File: config.mk
export PLATFORM = sky130hd
export DESIGN_NAME = ivm_mapper
export DESIGN_NICKNAME = d
export VERILOG_FILES = /design/src/hdl/ivm_pkg.sv /design/src/hdl/ivm_idx_if.sv /design/src/hdl/ivm_mapper.sv /design/src/hdl/ivm_prio_enc.sv
export VERILOG_INCLUDE_DIRS = /design/src /design/src/hdl
export SDC_FILE = /design/constraint.sdc
export NUM_CORES = 1
export LEC_CHECK = 0
export BUFFER_PORTS_ARGS = -buffer_cell sky130_fd_sc_hd__buf_4
export CORE_MARGIN = 4
export CORE_UTILIZATION = 40
export CTS_CLUSTER_SIZE = 24
export DETAILED_ROUTE_END_ITERATION = 12
export PLACE_DENSITY_LB_ADDON = 0.3
export SKIP_CTS_REPAIR_TIMING = 1
export SYNTH_ARGS = -nofsm -noshare
export SYNTH_HDL_FRONTEND = slang
export SYNTH_SLANG_ARGS = --single-unit
File: constraint.sdc
create_clock -name clk -period 1.8 [get_ports clk]
set_clock_uncertainty 0.15 [all_clocks]
set_input_delay 0.09 -clock clk [delete_from_list [all_inputs] [get_ports clk]]
set_output_delay 0.09 -clock clk [all_outputs]
set_load 0.05 [all_outputs]
File: src/hdl/ivm_map.svh
// Purpose: Constants for the interrupt vector mapper
// Assumes: Word addresses are 16-bit byte addresses of vector words
// Notes: Guarded header, definitions only
`ifndef IVM_MAP_SVH
`define IVM_MAP_SVH
`define IVM_VEC_A3 16'hffbe
`define IVM_VEC_A2 16'hffc0
`define IVM_VEC_B1 16'hffbc
`define IVM_VEC_RTC 16'hffcc
`define IVM_VEC_ACC 16'hffb4
`define IVM_VEC_PSV 16'hffb2
`define IVM_VEC_PLL 16'hffb0
`define IVM_VEC_PHY 16'hffae
`define IVM_VEC_ADC 16'hffac
`define IVM_VEC_NONE 16'h0000
`define IVM_PERIPH_LO 16'h0000
`define IVM_PERIPH_HI 16'h0fff
`define IVM_RESET_CYCLES 4'h4
`endif

File: src/hdl/ivm_pkg.sv
// Purpose: Types for the interrupt vector mapper
// Assumes: Constants come from ivm_map.svh
// Notes: Source order is priority order, highest first
package ivm_pkg;
    typedef enum logic [3:0] {
        IVM_SRC_RTC = 4'h0,
        IVM_SRC_A2 = 4'h1,
        IVM_SRC_A3 = 4'h2,
        IVM_SRC_B1 = 4'h3,
        IVM_SRC_ACC = 4'h4,
        IVM_SRC_PSV = 4'h5,
        IVM_SRC_PLL = 4'h6,
        IVM_SRC_PHY = 4'h7,
        IVM_SRC_ADC = 4'h8
    } ivm_src_t;
    localparam int IVM_NSRC = 9;
    typedef enum logic [1:0] {
        IVM_ST_RUN = 2'b00,
        IVM_ST_RST = 2'b01
    } ivm_state_t;
endpackage : ivm_pkg

File: src/hdl/ivm_idx_if.sv
// Purpose: Carries one group of flags and its encoded index
// Assumes: Single clock domain
// Notes: Used between the mapper and its priority encoder
`timescale 1ns/1ps
`default_nettype none
interface ivm_idx_if #(parameter int N = 16);
    logic [N-1:0] flags;
    logic [4:0] index;
    logic any;
    modport enc (input flags, output index, output any);
    modport user (output flags, input index, input any);
endinterface : ivm_idx_if
`default_nettype wire

File: src/hdl/ivm_mapper.sv
// Purpose: Maps peripheral flags onto vector word addresses
// Assumes: Flags are level inputs, synchronous to clk, each with its own enable
// Notes: One request to the core at a time, highest address first
`timescale 1ns/1ps
`include "ivm_map.svh"
`default_nettype none
module ivm_mapper
    import ivm_pkg::*;
(
    input wire logic clk,
    input wire logic rst_b,
    input wire logic gie,
    input wire logic [5:0] rtc_flags,
    input wire logic [5:0] rtc_en,
    input wire logic [3:0] serial_a2_flags,
    input wire logic [3:0] serial_a2_en,
    input wire logic serial_a2_uart,
    input wire logic [3:0] serial_a3_flags,
    input wire logic [3:0] serial_a3_en,
    input wire logic serial_a3_uart,
    input wire logic [13:0] serial_b1_flags,
    input wire logic [13:0] serial_b1_en,
    input wire logic serial_b1_i2c,
    input wire logic [4:0] acc_flags,
    input wire logic [4:0] acc_en,
    input wire logic [1:0] psv_flags,
    input wire logic [1:0] psv_en,
    input wire logic pll_flag,
    input wire logic pll_en,
    input wire logic [3:0] phy_flags,
    input wire logic [3:0] phy_en,
    input wire logic [5:0] adc_flags,
    input wire logic [5:0] adc_en,
    input wire logic [8:0] nmi_sel,
    input wire logic fetch_valid,
    input wire logic [15:0] fetch_addr,
    output logic irq_req,
    output logic [15:0] irq_vector,
    output logic [4:0] rtc_vector_index,
    output logic [4:0] serial_a2_vector_index,
    output logic [4:0] serial_a3_vector_index,
    output logic [4:0] serial_b1_vector_index,
    output logic [4:0] accelerator_vector_index,
    output logic [4:0] psv_index,
    output logic [4:0] pll_index,
    output logic [4:0] interrupt_index_reg,
    output logic [4:0] adc_index,
    output logic periph_fetch_reset
);
    ////////////////////////////////////////////////////////////////////////
    // Per-source gating and encoding
    ivm_idx_if #(.N(6)) rtc_if ();
    ivm_idx_if #(.N(4)) a2_if ();
    ivm_idx_if #(.N(4)) a3_if ();
    ivm_idx_if #(.N(14)) b1_if ();
    ivm_idx_if #(.N(5)) acc_if ();
    ivm_idx_if #(.N(2)) psv_if ();
    ivm_idx_if #(.N(1)) pll_if ();
    ivm_idx_if #(.N(4)) phy_if ();
    ivm_idx_if #(.N(6)) adc_if ();

    // Individual enables gate every flag before encoding
    // Masked flags never reach an encoder, so indexes ignore them too
    assign rtc_if.flags = rtc_flags & rtc_en;
    // SPI mode keeps only receive and transmit (bits 0,1)
    assign a2_if.flags = serial_a2_flags & serial_a2_en
                         & {serial_a2_uart, serial_a2_uart, 2'b11};
    assign a3_if.flags = serial_a3_flags & serial_a3_en
                         & {serial_a3_uart, serial_a3_uart, 2'b11};
    // Outside I2C mode only bits 0,1 (receive/transmit) count
    assign b1_if.flags = serial_b1_flags & serial_b1_en
                         & {{12{serial_b1_i2c}}, 2'b11};
    assign acc_if.flags = acc_flags & acc_en;
    assign psv_if.flags = psv_flags & psv_en;
    assign pll_if.flags = pll_flag & pll_en;
    assign phy_if.flags = phy_flags & phy_en;
    assign adc_if.flags = adc_flags & adc_en;

    // One registered encoder per vector, the single-flag PLL included
    ivm_prio_enc #(.N(6)) u_rtc (.clk(clk), .rst_b(rst_b), .bus(rtc_if));
    ivm_prio_enc #(.N(4)) u_a2 (.clk(clk), .rst_b(rst_b), .bus(a2_if));
    ivm_prio_enc #(.N(4)) u_a3 (.clk(clk), .rst_b(rst_b), .bus(a3_if));
    ivm_prio_enc #(.N(14)) u_b1 (.clk(clk), .rst_b(rst_b), .bus(b1_if));
    ivm_prio_enc #(.N(5)) u_acc (.clk(clk), .rst_b(rst_b), .bus(acc_if));
    ivm_prio_enc #(.N(2)) u_psv (.clk(clk), .rst_b(rst_b), .bus(psv_if));
    ivm_prio_enc #(.N(1)) u_pll (.clk(clk), .rst_b(rst_b), .bus(pll_if));
    ivm_prio_enc #(.N(4)) u_phy (.clk(clk), .rst_b(rst_b), .bus(phy_if));
    ivm_prio_enc #(.N(6)) u_adc (.clk(clk), .rst_b(rst_b), .bus(adc_if));

    // Index outputs come straight from encoder flip-flops
    // Only the PHY group keeps the generic index name
    assign rtc_vector_index = rtc_if.index;
    assign serial_a2_vector_index = a2_if.index;
    assign serial_a3_vector_index = a3_if.index;
    assign serial_b1_vector_index = b1_if.index;
    assign accelerator_vector_index = acc_if.index;
    assign psv_index = psv_if.index;
    assign pll_index = pll_if.index;
    assign interrupt_index_reg = phy_if.index;
    assign adc_index = adc_if.index;

    ////////////////////////////////////////////////////////////////////////
    // Vector arbitration
    logic [IVM_NSRC-1:0] pend;
    logic [IVM_NSRC-1:0] take;
    // Bit order of pend matches the source enum and nmi_sel
    assign pend = {adc_if.any, phy_if.any, pll_if.any, psv_if.any, acc_if.any,
                   b1_if.any, a3_if.any, a2_if.any, rtc_if.any};

    // Global enable only holds off maskable sources
    // A nonmaskable source still needs its own enable, applied above
    genvar g;
    generate
        for (g = 0; g < IVM_NSRC; g++) begin : g_take
            assign take[g] = pend[g] & (gie | nmi_sel[g]);
        end
    endgenerate

    logic [15:0] vec_d;
    logic req_d;
    // Fixed order, highest word address first; ADC falls through last
    // A chain is deeper than a tree, but nine sources keep it short
    always_comb begin
        vec_d = `IVM_VEC_NONE;
        req_d = 1'b1;
        if (take[IVM_SRC_RTC]) begin
            vec_d = `IVM_VEC_RTC;
        end else if (take[IVM_SRC_A2]) begin
            vec_d = `IVM_VEC_A2;
        end else if (take[IVM_SRC_A3]) begin
            vec_d = `IVM_VEC_A3;
        end else if (take[IVM_SRC_B1]) begin
            vec_d = `IVM_VEC_B1;
        end else if (take[IVM_SRC_ACC]) begin
            vec_d = `IVM_VEC_ACC;
        end else if (take[IVM_SRC_PSV]) begin
            vec_d = `IVM_VEC_PSV;
        end else if (take[IVM_SRC_PLL]) begin
            vec_d = `IVM_VEC_PLL;
        end else if (take[IVM_SRC_PHY]) begin
            vec_d = `IVM_VEC_PHY;
        end else if (take[IVM_SRC_ADC]) begin
            vec_d = `IVM_VEC_ADC;
        end else begin
            req_d = 1'b0;
        end
    end

    logic irq_req_q;
    logic [15:0] irq_vector_q;
    // Request level follows pending sources; core clears at source
    // Vector and request move together, so the core never sees a stale pair
    always_ff @(posedge clk or negedge rst_b) begin
        if (!rst_b) begin
            irq_req_q <= 1'b0;
            irq_vector_q <= `IVM_VEC_NONE;
        end else begin
            irq_req_q <= req_d;
            irq_vector_q <= vec_d;
        end
    end
    assign irq_req = irq_req_q;
    assign irq_vector = irq_vector_q;

    ////////////////////////////////////////////////////////////////////////
    // Illegal fetch reset
    ivm_state_t st_q;
    logic [3:0] rcnt_q;
    logic bad_fetch;
    // Lower bound kept so the peripheral window can move in the map
    assign bad_fetch = fetch_valid && fetch_addr >= `IVM_PERIPH_LO
                       && fetch_addr <= `IVM_PERIPH_HI;

    // Stretch the reset pulse so the core sees it for several cycles
    always_ff @(posedge clk or negedge rst_b) begin
        if (!rst_b) begin
            st_q <= IVM_ST_RUN;
            rcnt_q <= 4'h0;
        end else begin
            case (st_q)
                IVM_ST_RUN: begin
                    if (bad_fetch) begin
                        st_q <= IVM_ST_RST;
                        rcnt_q <= `IVM_RESET_CYCLES - 4'h1;
                    end
                end
                // Further bad fetches during the stretch are ignored
                IVM_ST_RST: begin
                    if (rcnt_q == 4'h0) begin
                        st_q <= IVM_ST_RUN;
                    end else begin
                        rcnt_q <= rcnt_q - 4'h1;
                    end
                end
                default: begin
                    st_q <= IVM_ST_RUN;
                end
            endcase
        end
    end

    logic prst_q;
    // Registered so the reset output never glitches
    // High from the bad-fetch edge through the three edges after it
    always_ff @(posedge clk or negedge rst_b) begin
        if (!rst_b) begin
            prst_q <= 1'b0;
        end else begin
            prst_q <= (st_q == IVM_ST_RUN) ? bad_fetch : (rcnt_q != 4'h0);
        end
    end
    assign periph_fetch_reset = prst_q;
endmodule : ivm_mapper
`default_nettype wire

File: src/hdl/ivm_prio_enc.sv
// Purpose: Registered priority encoder for one multi-source vector
// Assumes: Bit 0 is the highest-priority flag
// Notes: Index is 2*(bit+1), zero when none pending
`timescale 1ns/1ps
`default_nettype none
module ivm_prio_enc #(
    parameter int N = 16
) (
    input wire logic clk,
    input wire logic rst_b,
    ivm_idx_if.enc bus
);
    // Five index bits hold 2*N only while N stays at fifteen or less
    if (N < 1 || N > 15) begin : g_bad_n
        $error("ivm_prio_enc: N out of range");
    end

    logic [4:0] idx_d;
    // Lowest set bit wins; loop runs from top so lowest overwrites
    always_comb begin
        idx_d = 5'h00;
        for (int i = N - 1; i >= 0; i--) begin
            if (bus.flags[i]) begin
                idx_d = 5'((i + 1) * 2);
            end
        end
    end

    logic [4:0] idx_q;
    logic any_q;
    // Index registered so the vector register reads a stable value
    always_ff @(posedge clk or negedge rst_b) begin
        if (!rst_b) begin
            idx_q <= 5'h00;
            any_q <= 1'b0;
        end else begin
            idx_q <= idx_d;
            any_q <= |bus.flags;
        end
    end
    assign bus.index = idx_q;
    assign bus.any = any_q;
endmodule : ivm_prio_enc
`default_nettype wire

== Yosys cells after proc, flatten, opt, wreduce, memory -nomap -nowiden ==
Cells that the tools add are included.
Storage, ports and cells
  bits in registers: 78
  output and inout bits: 63
Cells by class
  add/subtract/negate cells: 1
  $lt $le $gt $ge: 2
  equality and inequality tests: 4
  muxes and demuxes: 71
  bitwise gates (word level): 30
  reduce and logical (&&, ||, !) cells: 16
Operators by type and width (count)
  $mux 5: 38
  $mux 16: 9
  $mux 4: 8
  $and 14x14->14: 2
  $and 4x4->4: 5
  $ge 16x1->1 const B: 1
  $le 16x12->1 const B: 1
  $reduce_or 14->1: 1
  $and 6x6->6: 2
  $reduce_or 4->1: 3
  $reduce_or 6->1: 2
  $and 1x1->1: 10
  $mux 1: 10
  $or 1x1->1: 9
  $pmux 4 s2: 1
  $mux 2: 3
  $ne 2x2->1 const B: 3
  $and 5x5->5: 1
  $reduce_or 5->1: 1
  $logic_not 4->1: 1
  $pmux 2 s2: 1
  $reduce_bool 4->1: 1
  $sub 4x1->4 const B: 1
  $mux 3: 1
  8 further kinds: 9

== Longest topological paths before layout ==
  word-level depth: 16
  gate-level depth with buffers: 6

== Hierarchy ==
From an unflattened synthesis, not the netlist that was laid out.
Unflattened totals
  cell total of the unflattened synthesis: 264
  area total of the unflattened synthesis: 2506.2 um^2
Modules (own cells, without submodules)
  ivm_mapper: times used 1, cells an instance 125, area an instance 1043.5 um^2, sequential area each 325.3 um^2
  ivm_prio_enc at u_a2 ...: times used 3, cells an instance 14, area an instance 161.4 um^2, sequential area each 100.1 um^2
  ivm_prio_enc at u_adc ...: times used 2, cells an instance 16, area an instance 175.2 um^2, sequential area each 100.1 um^2
  ivm_prio_enc at u_b1: times used 1, cells an instance 34, area an instance 284.0 um^2, sequential area each 125.1 um^2
  ivm_prio_enc at u_acc: times used 1, cells an instance 15, area an instance 163.9 um^2, sequential area each 100.1 um^2
  ivm_prio_enc at u_psv: times used 1, cells an instance 9, area an instance 113.9 um^2, sequential area each 75.1 um^2
  ivm_prio_enc at u_pll: times used 1, cells an instance 7, area an instance 66.3 um^2, sequential area each 25.0 um^2

== Worst setup path before layout ==
Ideal clock, no wire load.
  kind: flip-flop to flip-flop
  from: register rcnt_q[0]
  to: register rcnt_q[3]
  arrival: 1.400 ns
  data required time: 1.574 ns
  path slack: 0.173 ns
  cell stages (with the launch flop): 7
  clock period less this slack: 1.627 ns
  cell sequence: dfrtp_1 inv_1 ha_1 or3b_1 a32o_1 a21boi_0 o21ai_1
Between the ends
  longest elaborated chain between the ends: 3
  elaborated cells between the ends (all ways): 6
  classes of those cells: add/sub (1); eq/ne (1); mux (2); reduce/logical (2)
RTL lines
  from (decl): line ivm_mapper.sv:168  | logic [3:0] rcnt_q;
  from (signal assigned): line ivm_mapper.sv:184  | rcnt_q <= `IVM_RESET_CYCLES - 4'h1;
  from (signal assigned): line ivm_mapper.sv:192  | rcnt_q <= rcnt_q - 4'h1;
  $sub 4x1->4 / $logic_not 4->1 (equally long branches): line ivm_mapper.sv:192, ivm_mapper.sv:189
  $mux 4 / $ne 2x2->1 (equally long branches)
  $pmux 4 s2 / $reduce_and 3->1 (equally long branches)
Several ways; a longest one is shown, not always the timed one. The select of a mux whose other input is x is not followed.
A chain may end at the register's enable or synchronous reset.

== Worst setup path in the final report ==
  from: input port acc_en[1]
  to: register u_acc.any_q (netlist: u_acc.bus.any)
Between the ends
  longest elaborated chain between the ends: 2
RTL lines
  from (decl): line ivm_mapper.sv:25  | input wire logic [4:0] acc_en,
  $and 5x5->5: line ivm_mapper.sv:73  | assign acc_if.flags = acc_flags & acc_en;
  $reduce_or 5->1: line ivm_prio_enc.sv:38  | any_q <= |bus.flags;
  to (signal assigned): line ivm_prio_enc.sv:38
  to (decl): line ivm_prio_enc.sv:30  | logic any_q;
Every way passes these cells.

==> results.md <==
Run status:
- The flow ran to the end, but the final reports show violations.
- The final reports fail on hold timing.

Synth:
- During synthesis, Yosys emitted a total of 0 warnings.
- The area share of xor/xnor cells in the synthesized design is 0%.
- A synthesized cell averages 9.426 sq um.
- Yosys mapped a number of flops with a built-in enable equal to 0.
- By area, the combinational part of the netlist is dominated by compound AO/OA/AOI/OAI gates.
- The area of the mapped netlist is 2385 sq um.
- The fraction of the mapped netlist area in compound gates is around a fifth.
- The cell count after synthesis is 253.
- The biggest area contributor in the post-synthesis netlist is sky130_fd_sc_hd__dfrtp_1.
- The distinct cell type count of the synthesized netlist is 37.
- By area the synthesized netlist is led by sky130_fd_sc_hd__dfrtp_1 49%, sky130_fd_sc_hd__buf_4 9.4%, sky130_fd_sc_hd__nand2_1 7.4%.
- For this run, the register share of the synthesized area comes to 49.32%.
- Of the post-synthesis cell area, the part taken by muxes is 0%.
- The commonest cells after synthesis are 47 x sky130_fd_sc_hd__dfrtp_1, 47 x sky130_fd_sc_hd__nand2_1, 30 x sky130_fd_sc_hd__buf_4, 17 x sky130_fd_sc_hd__nand3_1, 15 x sky130_fd_sc_hd__a21oi_1.
- After synthesis the netlist holds a flip-flop and latch count of 47.
- The fraction of the mapped netlist area in adder cells is 0.5247%.
- The fraction of registers with async set or reset after synthesis is 100.0%.
- The area share of the largest cell type after synthesis is 49.32%.
- After Yosys synthesis, and, or, nand and nor cells account for between 10% and 20% of the synthesized area.
- The commonest register cell after synthesis is sky130_fd_sc_hd__dfrtp_1.

STA:
- The final cycle utilization of the critical path is 97.35%.
- The count of final hold-check violations was 7.
- The worst hold margin is -0.02849 ns.
- The number of slew-limit violations in the final report is 0.
- The final critical delay including setup and external delays is 1.752 ns.
- At the pin with the least slew margin, the transition time is 0.5798 ns.
- The count of endpoints failing setup in the final report is 0.
- The maximum operating frequency is between 500 and 600 MHz.
- The relative slew slack is roughly three fifths.
- Setup repair after global routing could not meet its margin everywhere.

Critical path:
- The worst path arrival time is 1.78 ns.
- The largest driver fanout on the critical path is 3.
- Measured in cells, the most critical reg-to-reg path has a length of 6.
- The worst register-to-register path has a setup slack of about 0.048 ns.
- The worst setup path is of the in2reg kind.
- In this run the critical register-to-register path is launched from rcnt_q[1]$_DFFE_PN0P_.
- The most critical setup path has its endpoint at u_acc.bus.any$_DFF_PN0_.
- STA classifies the critical path startpoint as an input pin.
- The worst register-to-register path ends at rcnt_q[3]$_DFFE_PN0P_.
- STA classifies the critical path endpoint as a flip-flop.
- The worst setup path startpoint is acc_en[1].
- Data on the critical path is required at its endpoint by 1.83 ns.

Clocking:
- The longest clock path from root to sink contains 2 buffers.
- The later pin in the worst-skew pair is clocked with a latency of 0.29 ns.
- TritonCTS built the clock tree.
- The number of H-tree branching levels is 2.
- The clock tree root buffer cell is sky130_fd_sc_hd__clkbuf_8.
- The clock slew seen by the registers of the worst setup and hold paths is 0.08 ns.
- The clock drives 47 sinks.
- The number of buffers created by CTS is 5.

Final layout:
- The finished layout holds 541 standard cells, fillers aside.
- Fill cells in the final layout number 406.
- The relative area change from synthesis to final layout is 77.49%.
- The number of nets in the final layout is approximately 590.
- The number of antenna repair diodes is 0.
- After routing the design area is 4233 sq um.
- The fraction of final layout cells with drive strength greater than 1 is between 30% and 40%.

Job:
- The tool flagged a number of max-cap violations equal to 0.

Min path:
- The path class of the tightest hold or removal check is in2reg.

GRT:
- The total routing resource utilization after global routing is 16.36%.
- Entering global routing, the biggest net connects 48 pins.
- The number of global-route vias before repair is 2313.
- The total overflow left after global routing is 0.
- The first global-routing pass estimated approximately 10000 um of wire.
- The initial antenna violation count is 0.

Placement:
- At the end of routability-driven placement, the weighted congestion stood at around 0.86.
- The count of input and output buffers is 153.
- The number of instances in the placed design is 466.
- Once placement finished, the instance area stood at between 3000 and 4000 sq um.
- Detailed placement finished with a half-perimeter wire length of 5275 um.

Route:
- The pre-antenna-repair detailed-routing pass consisted of 4 iterations.
- The remaining design rule violation count is 0.
- The total length of routed wires is about 7500 um.
- The routed via count is 2648.
- Using the TritonRoute via totals, the vias-per-cell ratio works out to between 4 and 5.
- The mean routed wirelength per cell is ~14 um.
- The starting DRC count in detailed routing is 51.
- The count of nets left with antenna violations once routing finished came out at 0.

Die:
- The floorplan step set the die height to 85.22 um.
- The die area is approximately 7300 sq um.
- The number of I/O pins is 187.
- The initialized floorplan defines 27 standard-cell rows.
- The core region is 5642 sq um.
- The initial utilization of the core area, before any placement, comes to 42.27%.
- The width of the die is ~85 um.

Power:
- The analysis attributes to cell leakage a power of 2.095 nW.
- The power after layout is 3.180 mW.
- The power per cell area is about 750 nW/um^2.
- VDD sags by at most ~0.59 mV.
[flip-flops by register name, indices dropped and copies added, names as in the netlist]
| signal | cells |
|---|---|
| u_adc.bus.any | 1 |
| u_a3.bus.any | 1 |
| u_psv.bus.any | 1 |
| st_q | 1 |
| u_pll.bus.any | 1 |
| rcnt_q | 4 |
| u_a2.bus.index | 3 |
| u_b1.bus.index | 4 |
| u_phy.bus.any | 1 |
| u_adc.bus.index | 3 |
| u_acc.bus.any | 1 |
| periph_fetch_reset | 1 |
| u_acc.bus.index | 3 |
| irq_vector | 7 |
| u_a3.bus.index | 3 |
| u_phy.bus.index | 3 |
| u_rtc.bus.any | 1 |
| u_psv.bus.index | 2 |
| u_b1.bus.any | 1 |
| u_rtc.bus.index | 3 |
| irq_req | 1 |
| u_a2.bus.any | 1 |
[worst min-delay path by stage]
stage                 startpoint  slack (ns)                            to  depth (start not counted)
global route        psv_flags[0]       0.005       u_psv.bus.any$_DFF_PN0_                          3
CTS                        rst_b       -0.34           st_q[0]$_DFFE_PN0P_                          1
detailed placement         rst_b       -0.02           st_q[0]$_DFFE_PN0P_                          1
floorplan                  rst_b       -0.36             irq_req$_DFF_PN0_                          0
global placement           rst_b       -0.02           st_q[0]$_DFFE_PN0P_                          1
finish              rtc_flags[2]       -0.03  u_rtc.bus.index[1]$_DFF_PN0_                          4
[critical path, cell delays in order]
cell and delay (ns):
sky130_fd_sc_hd__dlygate4sd3_1 0.55, sky130_fd_sc_hd__buf_4 0.13, sky130_fd_sc_hd__and2_1 0.13, sky130_fd_sc_hd__a21oi_1 0.21, sky130_fd_sc_hd__nand3_1 0.11, sky130_fd_sc_hd__dlygate4sd3_1 0.56
[power by group]
group          internal (mW)  switching [mW]
combinational          0.541           0.688
clock                  0.350           0.325
sequential              1.19          0.0845
[per-stage QoR]
| step | util, % | worst slack [ns] | TNS, ns |
|---|---|---|---|
| 2_1_floorplan | - | 0.1733 | 0 |
| 3_5_place_dp | 61.30 | 0.03983 | 0 |
| 4_1_cts | 63.07 | 0.02203 | 0 |
| 5_1_grt | 75.03 | -0.02455 | -0.02455 |
| 6_report | 75.03 | 0.04762 | 0 |
| 3_3_place_gp | 61.30 | 0.1217 | 0 |
[layer usage]
metal	part of all wire, %	routed length (um)	global-route usage [%]
met4	2.1	155	5.468
met5	0	0	0
met3	9.2	686	4.466
met1	32	2386	17.53
met2	57	4231	30.65
[cells by family after synthesis]
kind of cell	count (synthesis)
DFF	47
other	1
buffers and inverters	36
AOI/OAI and AO/OA	70
adders and majority gates	1
and+or+nand+nor	98
[cell usage in the layout (no fill, tap or decap), types with 2 or more instances in the layout]
| master | n |
|---|---|
| sky130_fd_sc_hd__nor3_1 | 3 |
| sky130_fd_sc_hd__a221oi_1 | 2 |
| sky130_fd_sc_hd__and2_1 | 6 |
| sky130_fd_sc_hd__clkbuf_8 | 7 |
| sky130_fd_sc_hd__o21a_1 | 3 |
| sky130_fd_sc_hd__a31oi_1 | 7 |
| sky130_fd_sc_hd__nor2b_1 | 2 |
| sky130_fd_sc_hd__nor2_1 | 11 |
| sky130_fd_sc_hd__a32oi_1 | 4 |
| sky130_fd_sc_hd__a22o_1 | 5 |
| sky130_fd_sc_hd__nand3_1 | 17 |
| sky130_fd_sc_hd__a22oi_1 | 7 |
| sky130_fd_sc_hd__dfrtp_1 | 47 |
| sky130_fd_sc_hd__nand4_1 | 4 |
| sky130_fd_sc_hd__inv_1 | 4 |
| sky130_fd_sc_hd__a21oi_1 | 15 |
| sky130_fd_sc_hd__o21ai_0 | 14 |
| sky130_fd_sc_hd__dlygate4sd3_1 | 66 |
| sky130_fd_sc_hd__nand2b_1 | 2 |
| sky130_fd_sc_hd__a22o_2 | 2 |
| sky130_fd_sc_hd__nand2_1 | 47 |
| sky130_fd_sc_hd__a21boi_0 | 2 |
| sky130_fd_sc_hd__conb_1 | 21 |
| sky130_fd_sc_hd__buf_4 | 154 |
[final cells by class]
cell class | instances | area, sq um | area share (%)
Multi-Input combinational cell | 190 | 1035 | 24.45
Tap cell | 72 | 90.09 | 2.128
Sequential cell | 47 | 1176 | 27.79
Clock buffer | 8 | 100.1 | 2.365
Inverter | 4 | 15.01 | 0.3547
Timing Repair Buffer | 220 | 1817 | 42.92
Power figures use the tool's default switching activity.
